## src/hdl/ubg_pkg.sv

```systemverilog
// ubg_pkg: register map, field layout, reset values and prescale figures
// for the serial data buffer and baud generator block.
// assumes an 8-bit special-function register bus with 8-bit addresses.
package ubg_pkg;
   // register addresses on the sfr bus
   localparam logic [7:0] ADDR_DATA_BUFFER = 8'h99;
   localparam logic [7:0] ADDR_BAUD_CTRL   = 8'hAB;
   localparam logic [7:0] ADDR_RELOAD_LOW  = 8'hAC;
   localparam logic [7:0] ADDR_RELOAD_HIGH = 8'hAD;
   // control register fields
   localparam int         CTRL_RUN_BIT     = 6;
   localparam int         CTRL_PS_LSB      = 0;
   localparam logic [7:0] CTRL_WRITE_MASK  = 8'h43;
   // reset values
   localparam logic [7:0] RST_BYTE         = 8'h00;
   localparam logic [15:0] RST_COUNT       = 16'h0000;
   localparam logic [15:0] COUNT_ALL_ONES  = 16'hFFFF;
   // prescale select encodings
   typedef enum logic [1:0] {
      UBG_PS_DIV12 = 2'b00,
      UBG_PS_DIV4  = 2'b01,
      UBG_PS_DIV48 = 2'b10,
      UBG_PS_DIV1  = 2'b11
   } ubg_ps_t;
   // prescale terminal counts (divide ratio minus one)
   localparam logic [5:0] PS_LAST_DIV12    = 6'd11;
   localparam logic [5:0] PS_LAST_DIV4     = 6'd3;
   localparam logic [5:0] PS_LAST_DIV48    = 6'd47;
   localparam logic [5:0] PS_LAST_DIV1     = 6'd0;
   // transmit shifter: bits per frame (start, 8 data, stop)
   localparam logic [3:0] TX_FRAME_BITS    = 4'd10;
endpackage : ubg_pkg

```

## src/hdl/ubg_skid_buf.sv

```systemverilog
// ubg_skid_buf: two-entry buffer with valid/ready on both sides.
// assumes one clock, synchronous active-low reset.
`timescale 1ns/1ps
`default_nettype none
module ubg_skid_buf #(
   parameter int WIDTH = 8
) (
   input  wire logic             clk_sys,
   input  wire logic             rst_n,
   input  wire logic             in_valid,
   output logic                  in_ready,
   input  wire logic [WIDTH-1:0] in_data,
   output logic                  out_valid,
   input  wire logic             out_ready,
   output logic      [WIDTH-1:0] out_data
);
   // elaboration check: a zero-width word cannot be stored
   if (WIDTH < 1) begin : g_width_chk
      $error("ubg_skid_buf: WIDTH must be at least 1");
   end

   logic [WIDTH-1:0] mem_q [2];
   logic [WIDTH-1:0] mem_d [2];
   logic             rd_q, rd_d, wr_q, wr_d;
   logic [1:0]       cnt_q, cnt_d;
   logic             push, pop;

   assign in_ready  = (cnt_q != 2'd2);
   assign out_valid = (cnt_q != 2'd0);
   assign out_data  = mem_q[rd_q]; // storage is flops
   assign push      = in_valid && in_ready;
   assign pop       = out_valid && out_ready;

   // next pointers, count and storage
   always_comb begin
      mem_d = mem_q;
      rd_d  = rd_q;
      wr_d  = wr_q;
      cnt_d = cnt_q;
      if (push) begin
         mem_d[wr_q] = in_data;
         wr_d        = ~wr_q;
      end
      if (pop) rd_d = ~rd_q;
      if (push && !pop) cnt_d = cnt_q + 2'd1;
      else if (pop && !push) cnt_d = cnt_q - 2'd1;
   end

   always_ff @(posedge clk_sys) begin
      if (!rst_n) begin
         mem_q[0] <= '0;
         mem_q[1] <= '0;
         rd_q     <= 1'b0;
         wr_q     <= 1'b0;
         cnt_q    <= 2'd0;
      end else begin
         mem_q <= mem_d;
         rd_q  <= rd_d;
         wr_q  <= wr_d;
         cnt_q <= cnt_d;
      end
   end

   buf_no_overfill_a: assert property (@(posedge clk_sys) disable iff (!rst_n)
      cnt_q != 2'd3)
      else $error("buffer count beyond two entries");
endmodule : ubg_skid_buf
`default_nettype wire

```

## src/hdl/ubg_baud_buffer.sv

```systemverilog
// ubg_baud_buffer: serial data buffer and baud rate generator of a serial port.
// assumes a synchronous 8-bit sfr bus (addr, wr strobe, rd strobe) and a
// receive path elsewhere that delivers bytes with a valid strobe.
//
// What this block does
// - writing the data buffer address loads the transmit shifter byte.
// - every byte written while sfr_wr_ready is high starts its own serial transmission.
// - reading the data buffer returns the receive latch, reset zero.
// - run bit 6 clear stops generator and serial port; set runs it.
// - prescale field 1:0 divides by 12, 4, 48 or 1.
// - on counter rollover upper byte loads from reload high register.
// - on same rollover lower byte loads from reload low register.
// - control bits 5:2 read zero; software writes zero.
// - control bit 7 reads zero; software writes zero.
`timescale 1ns/1ps
`default_nettype none
module ubg_baud_buffer #(
   parameter int PS_WIDTH = 6
) (
   input  wire logic       clk_sys,
   input  wire logic       rst_n,
   input  wire logic [7:0] sfr_addr,
   input  wire logic       sfr_wr,
   input  wire logic [7:0] sfr_wdata,
   input  wire logic       sfr_rd,
   output logic      [7:0] sfr_rdata,
   output logic            sfr_wr_ready,
   input  wire logic       rx_byte_valid,
   input  wire logic [7:0] rx_byte,
   output logic            baud_tick,
   output logic            tx_pin,
   output logic            tx_busy
);
   // elaboration check: the divide-by-48 terminal count must fit
   if (PS_WIDTH < 6) begin : g_ps_width_chk
      $error("ubg_baud_buffer: PS_WIDTH must hold 47");
   end

   // register state
   logic [7:0]          ctrl_q, ctrl_d;
   logic [7:0]          rl_low_q, rl_low_d;
   logic [7:0]          rl_high_q, rl_high_d;
   logic [7:0]          rx_latch_q, rx_latch_d;
   // generator state
   logic [PS_WIDTH-1:0] ps_cnt_q, ps_cnt_d;
   logic [15:0]         baud_cnt_q, baud_cnt_d;
   logic                tick_q, tick_d;
   // transmit shifter state
   logic [9:0]          shift_q, shift_d;
   logic [3:0]          bits_q, bits_d;
   logic                busy_q, busy_d;
   logic                line_q, line_d;

   logic                run;
   logic [PS_WIDTH-1:0] ps_last;
   logic                ps_tick;
   logic                wr_data;
   logic                buf_in_ready;
   logic                buf_out_valid;
   logic [7:0]          buf_out_data;
   logic                take_byte;

   assign run = ctrl_q[ubg_pkg::CTRL_RUN_BIT];

   // reads: data address gives the receive latch only, reserved bits are zero
   // reads have no side effect, so the mux follows the address alone
   always_comb begin
      unique case (sfr_addr)
         ubg_pkg::ADDR_DATA_BUFFER: sfr_rdata = rx_latch_q;
         ubg_pkg::ADDR_BAUD_CTRL:   sfr_rdata = ctrl_q & ubg_pkg::CTRL_WRITE_MASK;
         ubg_pkg::ADDR_RELOAD_LOW:  sfr_rdata = rl_low_q;
         ubg_pkg::ADDR_RELOAD_HIGH: sfr_rdata = rl_high_q;
         default:                   sfr_rdata = ubg_pkg::RST_BYTE;
      endcase
   end

   // register writes and receive latch capture
   always_comb begin
      ctrl_d     = ctrl_q;
      rl_low_d   = rl_low_q;
      rl_high_d  = rl_high_q;
      rx_latch_d = rx_latch_q;
      if (sfr_wr && sfr_addr == ubg_pkg::ADDR_BAUD_CTRL) begin
         ctrl_d = sfr_wdata & ubg_pkg::CTRL_WRITE_MASK; // reserved bits never stored
      end
      if (sfr_wr && sfr_addr == ubg_pkg::ADDR_RELOAD_LOW) rl_low_d = sfr_wdata;
      if (sfr_wr && sfr_addr == ubg_pkg::ADDR_RELOAD_HIGH) rl_high_d = sfr_wdata;
      if (rx_byte_valid) rx_latch_d = rx_byte;
   end

   always_ff @(posedge clk_sys) begin
      if (!rst_n) begin
         ctrl_q     <= ubg_pkg::RST_BYTE;
         rl_low_q   <= ubg_pkg::RST_BYTE;
         rl_high_q  <= ubg_pkg::RST_BYTE;
         rx_latch_q <= ubg_pkg::RST_BYTE;
      end else begin
         ctrl_q     <= ctrl_d;
         rl_low_q   <= rl_low_d;
         rl_high_q  <= rl_high_d;
         rx_latch_q <= rx_latch_d;
      end
   end

   // prescale terminal count from the select field
   always_comb begin
      unique case (ubg_pkg::ubg_ps_t'(ctrl_q[ubg_pkg::CTRL_PS_LSB +: 2]))
         ubg_pkg::UBG_PS_DIV12: ps_last = PS_WIDTH'(ubg_pkg::PS_LAST_DIV12);
         ubg_pkg::UBG_PS_DIV4:  ps_last = PS_WIDTH'(ubg_pkg::PS_LAST_DIV4);
         ubg_pkg::UBG_PS_DIV48: ps_last = PS_WIDTH'(ubg_pkg::PS_LAST_DIV48);
         ubg_pkg::UBG_PS_DIV1:  ps_last = PS_WIDTH'(ubg_pkg::PS_LAST_DIV1);
      endcase
   end

   // a select change mid-count could overshoot ps_last, so compare with >=
   assign ps_tick = run && (ps_cnt_q >= ps_last);

   // prescaler and 16-bit baud counter with reload on rollover
   // the prescaler restarts from zero on stop, so a restart gives a full
   // first prescale period; the counter keeps its value across a stop
   always_comb begin
      ps_cnt_d   = ps_cnt_q;
      baud_cnt_d = baud_cnt_q;
      tick_d     = 1'b0;
      if (!run) begin
         ps_cnt_d = '0;
      end else if (ps_tick) begin
         ps_cnt_d = '0;
         if (baud_cnt_q == ubg_pkg::COUNT_ALL_ONES) begin
            baud_cnt_d = {rl_high_q, rl_low_q};
            tick_d     = 1'b1;
         end else begin
            baud_cnt_d = baud_cnt_q + 16'h0001;
         end
      end else begin
         ps_cnt_d = ps_cnt_q + PS_WIDTH'(1);
      end
   end

   always_ff @(posedge clk_sys) begin
      if (!rst_n) begin
         ps_cnt_q   <= '0;
         baud_cnt_q <= ubg_pkg::RST_COUNT;
         tick_q     <= 1'b0;
      end else begin
         ps_cnt_q   <= ps_cnt_d;
         baud_cnt_q <= baud_cnt_d;
         tick_q     <= tick_d;
      end
   end

   assign baud_tick = tick_q;

   // written bytes queue here so a write during a frame is not lost
   assign wr_data      = sfr_wr && (sfr_addr == ubg_pkg::ADDR_DATA_BUFFER);
   assign sfr_wr_ready = buf_in_ready;

   ubg_skid_buf #(
      .WIDTH (8)
   ) u_tx_buf (
      .clk_sys   (clk_sys),
      .rst_n     (rst_n),
      .in_valid  (wr_data),
      .in_ready  (buf_in_ready),
      .in_data   (sfr_wdata),
      .out_valid (buf_out_valid),
      .out_ready (take_byte),
      .out_data  (buf_out_data)
   );

   // shifter takes a byte only when idle and the generator runs
   assign take_byte = buf_out_valid && !busy_q && run;

   // transmit shifter: start bit, 8 data bits lsb first, stop bit
   // the start bit begins on a baud event, so it is a full bit long; one
   // extra event after the stop bit returns to idle, which costs up to one
   // bit time of idle line between back-to-back frames
   always_comb begin
      shift_d = shift_q;
      bits_d  = bits_q;
      busy_d  = busy_q;
      line_d  = line_q;
      if (take_byte) begin
         shift_d = {1'b1, buf_out_data, 1'b0};
         bits_d  = ubg_pkg::TX_FRAME_BITS;
         busy_d  = 1'b1;
      end else if (busy_q && tick_q && run) begin // halted when run clear
         line_d  = shift_q[0];
         shift_d = {1'b1, shift_q[9:1]};
         bits_d  = bits_q - 4'd1;
         if (bits_q == 4'd0) begin
            busy_d = 1'b0;
            line_d = 1'b1;
         end
      end
   end

   always_ff @(posedge clk_sys) begin
      if (!rst_n) begin
         shift_q <= '1;
         bits_q  <= 4'd0;
         busy_q  <= 1'b0;
         line_q  <= 1'b1;
      end else begin
         shift_q <= shift_d;
         bits_q  <= bits_d;
         busy_q  <= busy_d;
         line_q  <= line_d;
      end
   end

   assign tx_pin  = line_q;
   assign tx_busy = busy_q;

   // checks: register reads, stores and the receive latch
   rd_is_latch_a: assert property (@(posedge clk_sys) disable iff (!rst_n)
      sfr_addr == ubg_pkg::ADDR_DATA_BUFFER |-> sfr_rdata == rx_latch_q)
      else $error("data read not from receive latch");
   rx_capture_a: assert property (@(posedge clk_sys) disable iff (!rst_n)
      rx_byte_valid |=> rx_latch_q == $past(rx_byte))
      else $error("receive latch missed byte");
   rx_hold_a: assert property (@(posedge clk_sys) disable iff (!rst_n)
      !rx_byte_valid |=> $stable(rx_latch_q))
      else $error("receive latch changed without a byte");
   ctrl_store_a: assert property (@(posedge clk_sys) disable iff (!rst_n)
      sfr_wr && sfr_addr == ubg_pkg::ADDR_BAUD_CTRL |=> ctrl_q == ($past(sfr_wdata) & ubg_pkg::CTRL_WRITE_MASK))
      else $error("control write not stored");
   rl_high_wr_a: assert property (@(posedge clk_sys) disable iff (!rst_n)
      sfr_wr && sfr_addr == ubg_pkg::ADDR_RELOAD_HIGH |=> rl_high_q == $past(sfr_wdata))
      else $error("reload high write not stored");
   rl_low_wr_a: assert property (@(posedge clk_sys) disable iff (!rst_n)
      sfr_wr && sfr_addr == ubg_pkg::ADDR_RELOAD_LOW |=> rl_low_q == $past(sfr_wdata))
      else $error("reload low write not stored");
   ctrl_resv_a: assert property (@(posedge clk_sys) disable iff (!rst_n)
      sfr_addr == ubg_pkg::ADDR_BAUD_CTRL |-> sfr_rdata[5:2] == 4'h0)
      else $error("reserved bits 5:2 not zero");
   ctrl_bit7_a: assert property (@(posedge clk_sys) disable iff (!rst_n)
      sfr_addr == ubg_pkg::ADDR_BAUD_CTRL |-> !sfr_rdata[7])
      else $error("reserved bit 7 not zero");
   // checks: generator stop, prescale and counter stepping
   stop_no_tick_a: assert property (@(posedge clk_sys) disable iff (!rst_n)
      !run |-> !tick_d ##1 baud_cnt_q == $past(baud_cnt_q))
      else $error("counter moved while stopped");
   stop_no_start_a: assert property (@(posedge clk_sys) disable iff (!rst_n)
      !run && !busy_q |=> !busy_q)
      else $error("transmission started while stopped");
   div1_step_a: assert property (@(posedge clk_sys) disable iff (!rst_n)
      run && ctrl_q[1:0] == 2'b11 && $stable(ctrl_q) && baud_cnt_q != 16'hFFFF
      |=> baud_cnt_q == $past(baud_cnt_q) + 16'h0001)
      else $error("divide by one not counting each cycle");
   div4_hold_a: assert property (@(posedge clk_sys) disable iff (!rst_n)
      run && ctrl_q[1:0] == 2'b01 && ps_cnt_q == '0 ##1 run && ctrl_q[1:0] == 2'b01
      |-> $stable(baud_cnt_q))
      else $error("divide by four stepped early");
   ps_step_a: assert property (@(posedge clk_sys) disable iff (!rst_n)
      run && !ps_tick |=> ps_cnt_q == $past(ps_cnt_q) + PS_WIDTH'(1))
      else $error("prescaler did not advance");
   ps_wrap_a: assert property (@(posedge clk_sys) disable iff (!rst_n)
      ps_tick |=> ps_cnt_q == '0)
      else $error("prescaler did not restart");
   cnt_step_a: assert property (@(posedge clk_sys) disable iff (!rst_n)
      ps_tick && baud_cnt_q != 16'hFFFF |=> baud_cnt_q == $past(baud_cnt_q) + 16'h0001)
      else $error("counter missed a prescaled tick");
   tick_only_roll_a: assert property (@(posedge clk_sys) disable iff (!rst_n)
      !(ps_tick && baud_cnt_q == 16'hFFFF) |=> !baud_tick)
      else $error("baud event without rollover");
   reload_high_a: assert property (@(posedge clk_sys) disable iff (!rst_n)
      ps_tick && baud_cnt_q == 16'hFFFF |=> baud_cnt_q[15:8] == $past(rl_high_q))
      else $error("high byte not reloaded");
   reload_low_a: assert property (@(posedge clk_sys) disable iff (!rst_n)
      ps_tick && baud_cnt_q == 16'hFFFF |=> baud_cnt_q[7:0] == $past(rl_low_q) && baud_tick)
      else $error("low byte not reloaded");
   tick_pulse_a: assert property (@(posedge clk_sys) disable iff (!rst_n)
      baud_tick |=> !baud_tick || $past(ctrl_q[1:0]) == 2'b11)
      else $error("baud event longer than one cycle");
   // checks: transmit frame shape
   tx_start_a: assert property (@(posedge clk_sys) disable iff (!rst_n)
      take_byte |=> busy_q && shift_q == {1'b1, $past(buf_out_data), 1'b0})
      else $error("written byte not loaded into shifter");
   tx_launch_a: assert property (@(posedge clk_sys) disable iff (!rst_n)
      wr_data && buf_in_ready && run && !busy_q && !buf_out_valid |=> ##1 busy_q)
      else $error("write did not start a transmission");
   tx_idle_high_a: assert property (@(posedge clk_sys) disable iff (!rst_n)
      !busy_q |-> tx_pin)
      else $error("line not idle high");
   tx_start_bit_a: assert property (@(posedge clk_sys) disable iff (!rst_n)
      busy_q && tick_q && run && bits_q == ubg_pkg::TX_FRAME_BITS |=> !tx_pin)
      else $error("frame did not open with a start bit");
   tx_bit_hold_a: assert property (@(posedge clk_sys) disable iff (!rst_n)
      busy_q && !(tick_q && run) |=> $stable(tx_pin))
      else $error("line changed between baud events");
   tx_frame_end_a: assert property (@(posedge clk_sys) disable iff (!rst_n)
      busy_q && tick_q && run && bits_q == 4'd0 |=> !busy_q && tx_pin)
      else $error("frame did not end idle");

   // covers for the main scenarios
   tx_frame_c:  cover property (@(posedge clk_sys) disable iff (!rst_n) busy_q ##1 !busy_q);
   rollover_c:  cover property (@(posedge clk_sys) disable iff (!rst_n) baud_tick);
   buf_full_c:  cover property (@(posedge clk_sys) disable iff (!rst_n) !buf_in_ready);
   rx_read_c:   cover property (@(posedge clk_sys) disable iff (!rst_n)
      sfr_rd && sfr_addr == ubg_pkg::ADDR_DATA_BUFFER && sfr_rdata != 8'h00);
   stall_c:     cover property (@(posedge clk_sys) disable iff (!rst_n) !run && !buf_in_ready);
endmodule : ubg_baud_buffer
`default_nettype wire

```

## config.mk

```make
export PLATFORM = sky130hd
export DESIGN_NAME = ubg_baud_buffer
export DESIGN_NICKNAME = d
export VERILOG_FILES = /design/src/hdl/ubg_pkg.sv /design/src/hdl/ubg_skid_buf.sv /design/src/hdl/ubg_baud_buffer.sv
export SDC_FILE = /design/constraint.sdc
export NUM_CORES = 1
export LEC_CHECK = 0
export BUFFER_PORTS_ARGS = -buffer_cell sky130_fd_sc_hd__buf_2
export CAP_MARGIN = 20
export CORE_MARGIN = 2
export CORE_UTILIZATION = 45
export DETAILED_ROUTE_END_ITERATION = 12
export PLACE_DENSITY_LB_ADDON = 0.3
export SLEW_MARGIN = 30
export SYNTH_ARGS = -nofsm -noshare
export SYNTH_HDL_FRONTEND = slang
export SYNTH_SLANG_ARGS = --single-unit
```

## constraint.sdc

```tcl
create_clock -name clk_sys -period 6.4 [get_ports clk_sys]
set_input_delay 1.28 -clock clk_sys [delete_from_list [all_inputs] [get_ports clk_sys]]
set_output_delay 1.28 -clock clk_sys [all_outputs]
set_load 0.01 [all_outputs]
```

==> results.md <==
* Overflow after GRT at 0
* Via-to-Cell Ratio at between 5 and 6
* Synth Register Bits at 85
* Tightest Hold Check Type: reg2reg
* CP startpoint kind: primary input
* Clock sinks at 85
* Dpl hpwl at roughly 6500 um
* P_leak at 1.72 nW
* Critical path data arrival time at about 2.9 ns
* CP bufs+invs at 2
* CTS resizes at 0
* Dominant synthesized flop cell: dfxtp_1
* Antenna-violating nets left at 0
* Mean Syn Cell Area at 8.74 um2
* Port bufs at 39
* Crit path largest cell delay at ~0.7 ns
* Power Total at 0.992 mW
* Setup Buffers After CTS at 0
* Drt total wl at slightly above 9000 um
* Crit share post-route at 0.653
* Initial core utilization at 0.460
* Io pins at just over 40
* Antenna violations before repair at 0
* Die X at slightly below 100 um
* Post-synth EDFFs at 0
* Syn Nets at 495
* Mapped cell area at ~4000 um2
* Max Freq at 239 MHz
* Endpoints failing setup at 0
* Largest net degree at the start of global routing at 68
* DRT Pass-1 Iters at 5
* RSZ-0062 raised after global routing: false
* Initial DRC Count at roughly 160
* Max VDD drop at between 0.09 and 0.1 mV
* Die Footprint at about 9600 um2
* Core area at around 8700 um2
* Worst Path Required at about 5 ns
* Pins over their slew limit at 0
* Via Count at 3308
* Most frequent cells in the layout: dfxtp_1 (85), nor2_1 (55), nand2_1 (54)
* Die extent in y at a little under 100 um
* Async S/R FF share, synth at 0
* Pwr Density at between 200 and 250 nW/um2
* Nets@finish at just over 500
* Diodes inserted at 0
* Crit-path cells: buf_2, nand3b_1, nor4b_2, a22oi_1, o21ai_0, buf_2
* Slowest-stage cell, CP: nor4b_2
* Global placement routability congestion at between 0.8 and 0.9
* Final worst path period need at ~4.2 ns
* Area growth syn-to-layout at 10.3%
* Slew HR at 0.473
* Final Hold Viols at 0
* Mapped Cells at approximately 460
* DRC viols at 0
* Status: completed
* TritonCTS clock tree: done
* Top delay family on crit path: simple AND/OR/NAND/NOR gates
* Via count of the first global-routing pass at 3111
* Cell mode on critical path: buf_2
* Post-synthesis sequential area ratio at 0.426
* GRT Total Usage at 0.192
* Critical Path Fanout Max at 12
* Synth Warn # at 0
* H-tree levels at 3
* CTS Buffer Depth at 2
* Clk_lat worst skew at around 0.36 ns
* Synth unique cells at 53
* First-pass GRT wire length at roughly 15000 um
* Num rows at 34
* Clock transition at the registers of the reported paths at around 0.090 ns
* Max Clock Skew at approximately 0.014 ns
* Commonest non-fill, non-tap cell in the layout: dfxtp_1
* TritonCTS Buffers at 9
* Wirelength per Cell at 15.3 um
* Root buf cell: clkbuf_8
* Post-cts hold buffer count at 0
* Max-Cap Viols at 0
* Setup total negative slack at 0 ns
* CP Class: in2out
* Crit. End Element: output pin
* Slew @ Worst Pin at roughly 0.8 ns
* Share of cells above drive strength 1 at 0.132
-- registers in the layout, indices dropped and copies added, names as in the netlist --
register and cells:
tx_busy 1, rx_latch_q 8, rl_low_q 8, rl_high_q 8, baud_cnt_q 16, u_tx_buf.rd_q 1, u_tx_buf.cnt_q 2, bits_q 4
ctrl_q 3, tx_pin 1, ps_cnt_q 6, u_tx_buf.mem_q 16, shift_q 9, baud_tick 1, u_tx_buf.wr_q 1
-- synth_stat cells (5+ instances only) --
master | n | area share
xor2_1 | 5 | 0.011
o211ai_1 | 7 | 0.013
inv_1 | 14 | 0.013
nand2_1 | 54 | 0.051
clkbuf_1 | 16 | 0.015
nor2_1 | 55 | 0.052
mux2i_1 | 47 | 0.12
buf_2 | 5 | 0.0063
dfxtp_1 | 85 | 0.43
nor3_1 | 8 | 0.010
a21oi_1 | 34 | 0.043
o21ai_0 | 14 | 0.018
a22oi_1 | 5 | 0.0094
ha_1 | 9 | 0.028
and3_1 | 10 | 0.016
nand3_1 | 18 | 0.023
xnor2_1 | 6 | 0.013
-- report_power, final --
group | internal (mW) | switching (mW)
Sequential | 0.532 | 0.00163
Clock | 0.230 | 0.193
Combinational | 0.0133 | 0.0230
-- worst paths after layout --
kind	from	endpoint	slack, ns	cells past startpoint
worst max-delay path	sfr_addr[0]	sfr_rdata[6]	2.22	6
worst min-delay path	shift_q[0]	shift_q[0]	0.47	2
worst max register to register	ctrl_q[6]	u_tx_buf.cnt_q[1]	4.07	6
worst min register to register	shift_q[0]	shift_q[0]	0.47	2
-- kinds of logic (layout without fill, tap and decap cells) --
kind of cell	after synthesis	after routing	synth area share
compound gates	87	87	0.136
xor+xnor	11	11	0.0241
fa+ha+maj	9	9	0.0282
buf+inv	41	68	0.0489
flops	85	85	0.426
mux	47	47	0.118
simple gates	177	177	0.219
-- final cells by class --
class | instances | area, um2
multi-input combinational | 331 | 2100
tap | 108 | 135
clock inverter | 5 | 83.8
sequential | 85 | 1700
fill | 830 | 4270
timing repair buffer | 39 | 195
inverter | 14 | 55.1
clock buffer | 10 | 138
-- layer usage --
layer | global-route usage | vias to the layer above | share of wire
met5 | 0 | - | 0
met4 | 0.0769 | 0 | 0.024
met3 | 0.0401 | 16 | 0.048
met2 | 0.303 | 88 | 0.45
met1 | 0.259 | 1547 | 0.47
li1 | - | 1657 | -
-- through the flow --
stage                      util  setup slack [ns]  hold WS (ns)  area [um2]  std cells
after floorplan               -              2.82         0.426        4000        457
after global placement    0.482              2.31         0.443        4180        577
after detailed placement  0.482              2.24         0.461        4190        577
after CTS                 0.508              2.23         0.471        4410        592
after global routing      0.508              2.11         0.503        4410        592
final                     0.508              2.22         0.470        4410        592
-- worst register-to-register path: cells and delay by family, from the launching register on --
| kind | cells | cell delay [ns] |
|---|---|---|
| AO/OA/AOI/OAI | 2 | 0.33 |
| adder cells (fa/ha/maj) | 1 | 0.40 |
| buffers and inverters | 1 | 0.29 |
| flip-flops | 1 | 0.51 |
| AND/OR/NAND/NOR | 2 | 0.71 |
Note: power is estimated with default switching activity, not from simulation.
